--- src/led_cfg_pkg.sv ---
// Constants for the LED driver configuration register bank.
// Assumes a single 25 MHz clock domain; all pins are synchronous to it.
// Function
// - Regulator runs only while its enable pin is high.
// - Bit 15 steers word to config 0 or 1.
// - Config 0 bit 0 enables the device.
// - Config 0 bit 2 reports regulation DAC overflow.
// - Bits 4 and 5 auto-disconnect open, shorted channels.
// - Config 0 bit 11 selects current range.
// - Bit 13 enables vout regulation; bit 12 reports optimized.
// - Bits 8 and 9 select short-detection threshold.
// - Bit 10 grayscale mode; bit 14 slaves present.
// - Config 1 bits 9, 10 select brightness format, resolution.
// - Config 1 bit 11 sets dimming phase order.
// - Bit 12 low applies brightness at latch fall.
// - Config 1 bit 13 selects sync pin mode.
// - Config 1 bit 14 enables continuous status reading.
// - Device enable locks range, slave, sync mode bits.
// - Channel faults stick until device enable toggles or the regulator pin goes low.
package led_cfg_pkg;
   localparam int WORD_W = 16;              // Width of a shifted word
   typedef logic [WORD_W-1:0] word_t;       // One configuration word
   // Shared bit position: destination select
   localparam int DESTINATION_SELECT_BIT = 15;
   // Configuration word 0 field positions
   localparam int C0_DEV_EN = 0;
   localparam int C0_SCAN_VALID = 1;
   localparam int C0_DAC_OVF = 2;
   localparam int C0_OVERTEMP = 3;
   localparam int C0_OPEN_AD = 4;
   localparam int C0_SHORT_AD = 5;
   localparam int C0_PROT_EVT = 6;
   localparam int C0_WIN_SEL = 7;
   localparam int C0_THR0 = 8;
   localparam int C0_THR1 = 9;
   localparam int C0_GRAY_EN = 10;
   localparam int C0_CUR_RANGE = 11;
   localparam int C0_VOUT_OPT = 12;
   localparam int C0_VOUT_REG_EN = 13;
   localparam int C0_SLAVE_SEL = 14;
   // Configuration word 1 field positions
   localparam int C1_GAIN_LSB = 0;
   localparam int C1_GAIN_RANGE = 6;
   localparam int C1_LAT_LSB = 7;
   localparam int C1_FORMAT = 9;
   localparam int C1_RESOLUTION = 10;
   localparam int C1_PHASE = 11;
   localparam int C1_UPD_TIMING = 12;
   localparam int C1_SYNC_MODE = 13;
   localparam int C1_CONT_STAT = 14;
   // Writable masks (read-only status and destination bits cleared)
   localparam word_t C0_WR_MASK = 16'h6fb1;
   localparam word_t C1_WR_MASK = 16'h7fff;
   // Bits frozen while the device is enabled
   localparam word_t C0_LOCK_MASK = 16'h4800;
   localparam word_t C1_LOCK_MASK = 16'h2000;
   // Values after reset: host defaults, device enable held off
   localparam word_t C0_RESET = 16'h2530;
   localparam word_t C1_RESET = 16'h0040;
endpackage

--- src/shift_link_if.sv ---
// Interface carrying the shift buffer between shifter and register bank.
// Assumes both ends run on the same clock.
`timescale 1ns/100ps
interface shift_link_if;
   import led_cfg_pkg::*;
   word_t word;          // Current shift buffer contents
   logic latch_fall;     // One-cycle pulse on latch enable falling edge
   logic reload;         // Request to overwrite the shift buffer
   word_t reload_word;   // Word loaded by a reload request
   modport shifter (output word, output latch_fall, input reload, input reload_word);
   modport bank (input word, input latch_fall, output reload, output reload_word);
endinterface

--- src/serial_shifter.sv ---
// Serial shift buffer clocked by sampled shift-clock edges.
// Assumes shift clock, data and latch pins are synchronous to CLK.
`timescale 1ns/100ps
module serial_shifter (
   input wire logic clk,
   input wire logic resetn,
   input wire logic ce,
   input wire logic clr,
   input wire logic sck,
   input wire logic sdi,
   input wire logic latch,
   output logic sdo,
   shift_link_if.shifter lnk
);
   import led_cfg_pkg::*;
   word_t sr_r, sr_nxt;          // Shift buffer
   logic sck_r, sck_nxt;         // Previous shift clock level
   logic le_r, le_nxt;           // Previous latch level

   // Next state: reload has priority over a shift edge
   always_comb begin
      sr_nxt = sr_r;
      sck_nxt = sck;
      le_nxt = latch;
      if (clr) begin
         sr_nxt = '0;
      end else if (lnk.reload) begin
         sr_nxt = lnk.reload_word;
      end else if (sck && !sck_r) begin
         sr_nxt = {sr_r[WORD_W-2:0], sdi};
      end
   end

   // Registers, frozen while clock enable is low
   always_ff @(posedge clk or negedge resetn) begin
      if (!resetn) begin
         sr_r <= '0;
         sck_r <= 1'b0;
         le_r <= 1'b0;
      end else if (ce) begin
         sr_r <= sr_nxt;
         sck_r <= sck_nxt;
         le_r <= le_nxt;
      end
   end

   assign lnk.word = sr_r;
   assign lnk.latch_fall = ce && le_r && !latch;
   assign sdo = sr_r[WORD_W-1];
endmodule

--- src/fault_latch.sv ---
// Sticky per-channel open and short fault flags.
// Assumes fault inputs are synchronous levels from the channel detectors.
`timescale 1ns/100ps
module fault_latch #(
   parameter int CH = 16
) (
   input wire logic clk,
   input wire logic resetn,
   input wire logic ce,
   input wire logic clr,
   input wire logic dev_en,
   input wire logic [CH-1:0] open_in,
   input wire logic [CH-1:0] short_in,
   output logic [CH-1:0] open_q,
   output logic [CH-1:0] short_q
);
   logic [CH-1:0] open_r, open_nxt;     // Latched open faults
   logic [CH-1:0] short_r, short_nxt;   // Latched short faults
   logic en_r, en_nxt;                  // Previous device enable level
   logic toggle;                        // Device enable changed

   // At least one channel is needed
   if (CH < 1) begin : g_bad_ch
      $error("CH must be at least 1");
   end

   // Faults stay set; a new fault wins over the toggle clear
   always_comb begin
      toggle = dev_en ^ en_r;
      en_nxt = dev_en;
      open_nxt = (toggle ? '0 : open_r) | open_in;
      short_nxt = (toggle ? '0 : short_r) | short_in;
      if (clr) begin
         open_nxt = '0;
         short_nxt = '0;
         en_nxt = 1'b0;
      end
   end

   // Registers, frozen while clock enable is low
   always_ff @(posedge clk or negedge resetn) begin
      if (!resetn) begin
         open_r <= '0;
         short_r <= '0;
         en_r <= 1'b0;
      end else if (ce) begin
         open_r <= open_nxt;
         short_r <= short_nxt;
         en_r <= en_nxt;
      end
   end

   assign open_q = open_r;
   assign short_q = short_r;
endmodule

--- src/led_cfg_regs.sv ---
// Configuration and status register bank of a sixteen-channel LED driver.
// Assumes the host shifts 16-bit words in MSB first and drops latch to act.
`timescale 1ns/100ps
module led_cfg_regs #(
   parameter int CH_COUNT = 16
) (
   input wire logic CLK,
   input wire logic RESETN,
   input wire logic CE,
   input wire logic REGULATOR_ENABLE_PIN,
   input wire logic SHIFT_CLK,
   input wire logic SHIFT_DATA_IN,
   input wire logic LATCH_ENABLE_SIGNAL,
   input wire logic READ_REQUEST,
   input wire logic DIM_CYCLE_START,
   input wire logic OVERTEMP_IN,
   input wire logic DAC_OVERFLOW_IN,
   input wire logic VOUT_OPTIMIZED_IN,
   input wire logic SCAN_VALID_IN,
   input wire logic PROTECTION_EVENT_IN,
   input wire logic [CH_COUNT-1:0] CH_OPEN_IN,
   input wire logic [CH_COUNT-1:0] CH_SHORT_IN,
   output logic SHIFT_DATA_OUT,
   output logic REGULATOR_ON,
   output led_cfg_pkg::word_t CONFIG_WORD_0,
   output led_cfg_pkg::word_t CONFIG_WORD_1,
   output logic [CH_COUNT-1:0] CHANNEL_FAULT,
   output logic [CH_COUNT-1:0] CHANNEL_DISCONNECT,
   output logic BRIGHTNESS_APPLY
);
   import led_cfg_pkg::*;

   // Channel count must fit the sixteen-channel layout
   if (CH_COUNT < 1 || CH_COUNT > 16) begin : g_bad_ch
      $error("CH_COUNT must lie between 1 and 16");
   end

   shift_link_if lnk ();                       // Shift buffer link
   word_t cfg0_r, cfg0_nxt;                    // Stored configuration word 0
   word_t cfg1_r, cfg1_nxt;                    // Stored configuration word 1
   logic reg_on_r, reg_on_nxt;                 // Regulator state
   logic pend_r, pend_nxt;                     // Brightness update waiting
   logic apply_r, apply_nxt;                   // Brightness apply pulse
   logic [CH_COUNT-1:0] disc_r, disc_nxt;      // Channel disconnect state
   logic [CH_COUNT-1:0] open_q;                // Sticky open faults
   logic [CH_COUNT-1:0] short_q;               // Sticky short faults
   logic powered_off;                          // Regulator pin low
   logic is_write;                             // Latch fall loads a word
   logic is_read;                              // Latch fall reads a word
   word_t rd0;                                 // Word 0 as read back
   word_t rd1;                                 // Word 1 as read back
   logic reload_c;                             // Shift buffer reload request
   word_t reload_word_c;                       // Word placed into shift buffer

   // Merge a write into a stored word, keeping masked and locked bits
   function automatic word_t merge(input word_t old_w, input word_t new_w,
                                   input word_t wr_mask, input word_t lock_mask,
                                   input logic locked);
      word_t m;
      m = locked ? (wr_mask & ~lock_mask) : wr_mask;
      merge = (old_w & ~m) | (new_w & m);
   endfunction

   // Sampled pin edges and the shift buffer
   serial_shifter u_shift (
      .clk(CLK),
      .resetn(RESETN),
      .ce(CE),
      .clr(powered_off),
      .sck(SHIFT_CLK),
      .sdi(SHIFT_DATA_IN),
      .latch(LATCH_ENABLE_SIGNAL),
      .sdo(SHIFT_DATA_OUT),
      .lnk(lnk.shifter)
   );

   // Sticky channel fault flags cleared by a device enable toggle
   fault_latch #(
      .CH(CH_COUNT)
   ) u_fault (
      .clk(CLK),
      .resetn(RESETN),
      .ce(CE),
      .clr(powered_off),
      .dev_en(cfg0_r[C0_DEV_EN]),
      .open_in(CH_OPEN_IN),
      .short_in(CH_SHORT_IN),
      .open_q(open_q),
      .short_q(short_q)
   );

   // Regulator follows its enable pin; logic held cleared while it is off
   assign powered_off = !REGULATOR_ENABLE_PIN;

   // Decode of the latched word and read-back values
   always_comb begin
      is_write = lnk.latch_fall && !READ_REQUEST && !powered_off;
      is_read = lnk.latch_fall && READ_REQUEST && !powered_off;
      // Read-only bits come from live status, never from storage
      rd0 = cfg0_r;
      rd0[C0_SCAN_VALID] = SCAN_VALID_IN;
      rd0[C0_DAC_OVF] = DAC_OVERFLOW_IN;
      rd0[C0_OVERTEMP] = OVERTEMP_IN;
      rd0[C0_PROT_EVT] = PROTECTION_EVENT_IN;
      rd0[C0_VOUT_OPT] = VOUT_OPTIMIZED_IN;
      rd0[DESTINATION_SELECT_BIT] = 1'b0;
      rd1 = cfg1_r;
      rd1[DESTINATION_SELECT_BIT] = 1'b1;
   end

   // Shift buffer reload: explicit read, or status after a write
   always_comb begin
      reload_c = 1'b0;
      reload_word_c = rd0;
      if (is_read) begin
         // Destination bit of the shifted word picks the word to return
         reload_c = 1'b1;
         reload_word_c = lnk.word[DESTINATION_SELECT_BIT] ? rd1 : rd0;
      end else if (is_write && cfg1_r[C1_CONT_STAT]) begin
         // Continuous status reading returns word 0 after each load
         reload_c = 1'b1;
         reload_word_c = rd0;
      end
   end

   assign lnk.reload = reload_c;
   assign lnk.reload_word = reload_word_c;

   // Next values of the configuration words
   always_comb begin
      cfg0_nxt = cfg0_r;
      cfg1_nxt = cfg1_r;
      reg_on_nxt = REGULATOR_ENABLE_PIN;
      if (powered_off) begin
         // Regulator off: the device returns to its reset configuration
         cfg0_nxt = C0_RESET;
         cfg1_nxt = C1_RESET;
      end else if (is_write) begin
         if (!lnk.word[DESTINATION_SELECT_BIT]) begin
            // Word 0: enable, auto-disconnect, threshold, mode, range, regulation
            // Range and slave bits hold while the device is enabled
            cfg0_nxt = merge(cfg0_r, lnk.word, C0_WR_MASK, C0_LOCK_MASK,
                             cfg0_r[C0_DEV_EN]);
         end else begin
            // Word 1: gain, format, resolution, phase, timing, sync, status
            // Sync pin mode holds while the device is enabled
            cfg1_nxt = merge(cfg1_r, lnk.word, C1_WR_MASK, C1_LOCK_MASK,
                             cfg0_r[C0_DEV_EN]);
         end
      end
   end

   // Configuration register flops
   always_ff @(posedge CLK or negedge RESETN) begin
      if (!RESETN) begin
         cfg0_r <= C0_RESET;
         cfg1_r <= C1_RESET;
         reg_on_r <= 1'b0;
      end else if (CE) begin
         cfg0_r <= cfg0_nxt;
         cfg1_r <= cfg1_nxt;
         reg_on_r <= reg_on_nxt;
      end
   end

   // Brightness update timing and channel disconnect control
   always_comb begin
      pend_nxt = pend_r;
      apply_nxt = 1'b0;
      if (powered_off) begin
         pend_nxt = 1'b0;
      end else if (lnk.latch_fall && !cfg1_r[C1_UPD_TIMING]) begin
         // Immediate mode: apply on the latch falling edge itself
         apply_nxt = 1'b1;
         pend_nxt = 1'b0;
      end else if (pend_r && DIM_CYCLE_START) begin
         // Deferred mode: apply at the next dimming cycle start
         apply_nxt = 1'b1;
         pend_nxt = 1'b0;
      end else if (lnk.latch_fall) begin
         // Deferred mode: remember the pending update
         pend_nxt = 1'b1;
      end
      // A latched fault cuts the channel only if its auto-disconnect is set
      disc_nxt = (open_q & {CH_COUNT{cfg0_r[C0_OPEN_AD]}})
               | (short_q & {CH_COUNT{cfg0_r[C0_SHORT_AD]}});
      if (powered_off) begin
         disc_nxt = '0;
      end
   end

   // Brightness and disconnect flops
   always_ff @(posedge CLK or negedge RESETN) begin
      if (!RESETN) begin
         pend_r <= 1'b0;
         apply_r <= 1'b0;
         disc_r <= '0;
      end else if (CE) begin
         pend_r <= pend_nxt;
         apply_r <= apply_nxt;
         disc_r <= disc_nxt;
      end
   end

   // Outputs: stored words drive the analog and dimming sections
   assign REGULATOR_ON = reg_on_r;
   // Range, mode, phase, format and sync fields are decoded downstream
   assign CONFIG_WORD_0 = cfg0_r;
   assign CONFIG_WORD_1 = cfg1_r;
   assign CHANNEL_FAULT = open_q | short_q;
   assign CHANNEL_DISCONNECT = disc_r;
   assign BRIGHTNESS_APPLY = apply_r;
endmodule

--- config.mk ---
export PLATFORM = sky130hd
export DESIGN_NAME = led_cfg_regs
export DESIGN_NICKNAME = d
export VERILOG_FILES = /design/src/led_cfg_pkg.sv /design/src/shift_link_if.sv /design/src/serial_shifter.sv /design/src/fault_latch.sv /design/src/led_cfg_regs.sv
export SDC_FILE = /design/constraint.sdc
export NUM_CORES = 1
export LEC_CHECK = 0
export BUFFER_PORTS_ARGS = -buffer_cell sky130_fd_sc_hd__buf_2
export CELL_PAD_IN_SITES_DETAIL_PLACEMENT = 1
export CELL_PAD_IN_SITES_GLOBAL_PLACEMENT = 1
export CORE_ASPECT_RATIO = 0.9
export CORE_MARGIN = 3
export CORE_UTILIZATION = 25
export CTS_CLUSTER_SIZE = 8
export DETAILED_ROUTE_END_ITERATION = 12
export PLACE_DENSITY_LB_ADDON = 0.08
export SLEW_MARGIN = 5
export SYNTH_ARGS = -nofsm -noshare
export SYNTH_HDL_FRONTEND = slang
export SYNTH_SLANG_ARGS = --single-unit
export TNS_END_PERCENT = 20
--- constraint.sdc ---
create_clock -name CLK -period 2.5 [get_ports CLK]
set_input_delay 0.125 -clock CLK [delete_from_list [all_inputs] [get_ports CLK]]
set_output_delay 0.125 -clock CLK [all_outputs]
set_load 0.01 [all_outputs]
==> metrics.txt <==
H-tree levels=3; TritonRoute pass-1 iters=5; GRT Total Usage=14.4%; CTS max path bufs=2; Ys Warns=0; Initial Utilization=26.1%; Slew Limit Fails=0; P per Cell Area=697 nW/um^2; TritonCTS clock tree=built; P&R area growth vs syn=27.9%; Critical Path Start=u_shift.sck_r; Total Die Area=18800 um^2; Worst EP required=2.78 ns; Final Skew=0.0117 ns; Seq/Total Area, Yosys=55.4%; initial antenna violation count=0; clk_lat worst skew=0.35 ns; CTS sink count=95; Final Hold Slack=0.00857 ns; Final period util=70.4%; Internal Power=2820 uW; pin count of the biggest net entering global routing=64; post-synthesis async set-or-reset flop share=100%; Critical Path Sink Type=flop; DRC=0; Psw=1020 uW; n_diodes=0; syn avg cell area=11.7 um^2; Max-Slew Margin vs Limit=44.4%; WS Path Type=flop to flop; Reg-to-Reg Start=u_shift.sck_r; hpwl dp=8.95 mm; Syn Inst Count=367; worst min path class=input pin to flop; Die Ht=131 um; hold path startpoint=CH_OPEN_IN[2]; Netlist cell types=42; Critical Path AT=2.04 ns; Reg power frac=46.3%; Root Buffer=clkbuf_16; Setup TNS=0 ns; Clk pwr share=38.9%; Final setup viols=0; Reg2Reg Setup Slack=0.74 ns; vias in the first global route=3474; drt total wl=13.3 mm; DRT antenna net count=0; Worst Tran Pin Value=0.834 ns; Critical Path Fanout Max=17; Wirelength per Cell=19.1 um; FF+latch area=2380 um^2; Final GP Congestion=0.706; Post-CTS Setup Inserts=0; status=finished clean; commonest non-fill, non-tap cell in the layout=buf_2; Initial DRC Count=184; CORE AREA=16500 um^2; IO Port Bufs=105; crit path launch type=flop; Yosys reg bits=95; share of layout cells above drive strength 1=34.2%; I/O pin cnt=113; hold depth=2; VDD IR-drop max=0.299 mV; Comb pwr share=14.8%; vias=3333; leading register cell type out of synthesis=dfrtp_1; Max Cap Violations=0; Reg clk slew, reported paths=0.07 ns; CTS resizes=0; leading cell types in the layout, fill and taps excluded=buf_2 (104), dfrtp_1 (89), a22o_1 (59); synthesized area=4310 um^2; global-route wire length before repair=20.5 mm; Final WS setup=0.740 ns; Cell Rows=44; Overflow after GRT=0; RSZ-0062 raised after global routing=no; Filler cells=1860; Reg-to-Reg End=u_shift.lnk.word[11]; fmax=568 MHz; multi-input logic area=1670 um^2; DR vias/cell=4.81; Worst Hold Endpoint=u_fault.open_q[2]; P_leak=0.00273 uW; post-layout min period=1.76 ns; Reg2Reg Depth=5; Switching Share=26.6%; Nets=527; DP Worst Slack=0.718 ns; TritonCTS buffer count=9; Hold Fails Final Rpt=0; DIE WIDTH=144 um; number of synthesized flops with an enable pin=0
## cell type report
| cell class | instances | area share [%] |
|---|---|---|
| flip-flops and latches | 95 | 43.3 |
| multi-input cells | 222 | 30.3 |
| repair buffers | 132 | 14.5 |
| well taps | 207 | 4.70 |
| clock buffers | 11 | 4.23 |
| clock inverters | 5 | 1.50 |
| inverters | 21 | 1.43 |
## power by group through the flow
| stage | Combinational (uW) | Sequential, uW | Clock [uW] |
|---|---|---|---|
| after floorplan | 319 | 1790 | 0 |
| after global routing | 635 | 1800 | 1620 |
| after global placement | 553 | 1810 | 0 |
| after CTS | 582 | 1780 | 1540 |
| after detailed placement | 562 | 1810 | 0 |
| final | 568 | 1780 | 1490 |
## state kept, by name, indices dropped and copies added (netlist names)
signal,flops
u_shift.lnk.word,16
u_fault.open_q,16
u_shift.sck_r,1
u_shift.le_r,1
u_fault.short_q,16
CONFIG_WORD_0,10
pend_r,1
REGULATOR_ON,1
CHANNEL_DISCONNECT,16
BRIGHTNESS_APPLY,1
CONFIG_WORD_1,15
u_fault.en_r,1
## worst max-delay path by stage
stage | slack, ns | cells past startpoint | endpoint
floorplan | 1.01 | 6 | u_shift.lnk.word[5]
global placement | 0.77 | 5 | u_shift.lnk.word[2]
detailed placement | 0.72 | 5 | u_shift.lnk.word[11]
CTS | 0.72 | 5 | u_shift.lnk.word[11]
global route | 0.61 | 5 | u_shift.lnk.word[1]
finish | 0.74 | 5 | u_shift.lnk.word[11]
## through the flow
stage,total power [uW],cells,area [um^2],util [%]
after floorplan,2110,373,4330,-
after global placement,2360,660,5020,30.4
after detailed placement,2370,660,5020,30.4
after CTS,3900,692,5500,33.3
after global routing,4050,693,5510,33.3
final,3840,693,5510,33.3
## cell families (layout without fill, tap and decap cells)
kind of cell / count (synthesis) / in the layout / synth area share (%)
compound gates: 114 / 114 / 20.7
xor+xnor: 1 / 1 / 0.203
buf+inv: 56 / 169 / 6.39
mux: 34 / 34 / 7.96
simple gates: 66 / 66 / 9.24
other cells: 1 / 7 / 0.0871
flops: 95 / 95 / 55.4
## repair_timing
action / CTS / global route
endpoints found under the setup margin: 0 / 0
endpoints found under the hold margin: 44 / 1
hold buffers: 16 / 1
## critical path: stages (launching register included)
cell and delay [ns]:
dfrtp_1 0.34, nor2b_1 0.05, buf_4 0.20, nand2b_1 0.17
o21ai_2 0.66, a22o_1 0.27
## synthesized netlist by cell type (2+ instances only)
library cell | n | area, um^2
a21oi_1 | 4 | 20.0
mux2_2 | 2 | 22.5
buf_4 | 11 | 82.6
inv_1 | 21 | 78.8
nor2_1 | 5 | 18.8
o22a_1 | 5 | 43.8
o22ai_1 | 17 | 106
clkbuf_1 | 13 | 48.8
nor3b_1 | 2 | 15.0
buf_2 | 7 | 35.0
a22oi_1 | 16 | 120
nand2_1 | 25 | 93.8
mux2i_1 | 32 | 320
buf_1 | 2 | 7.51
nand2b_1 | 2 | 12.5
or2_2 | 17 | 106
dfrtp_1 | 89 | 2230
buf_6 | 2 | 22.5
a22o_1 | 59 | 517
dfstp_2 | 6 | 158
and2_1 | 2 | 12.5
o21ai_0 | 7 | 35.0
nor2b_1 | 2 | 12.5
## routing by layer
metal	global-route usage, %	part of all wire (%)	vias up
met1	20.9	49	1701
met2	20.9	44	86
met3	5.13	6.6	5
li1	-	-	1541
met5	0	0	-
met4	2.80	0.76	0
Power figures use the tool's default switching activity.
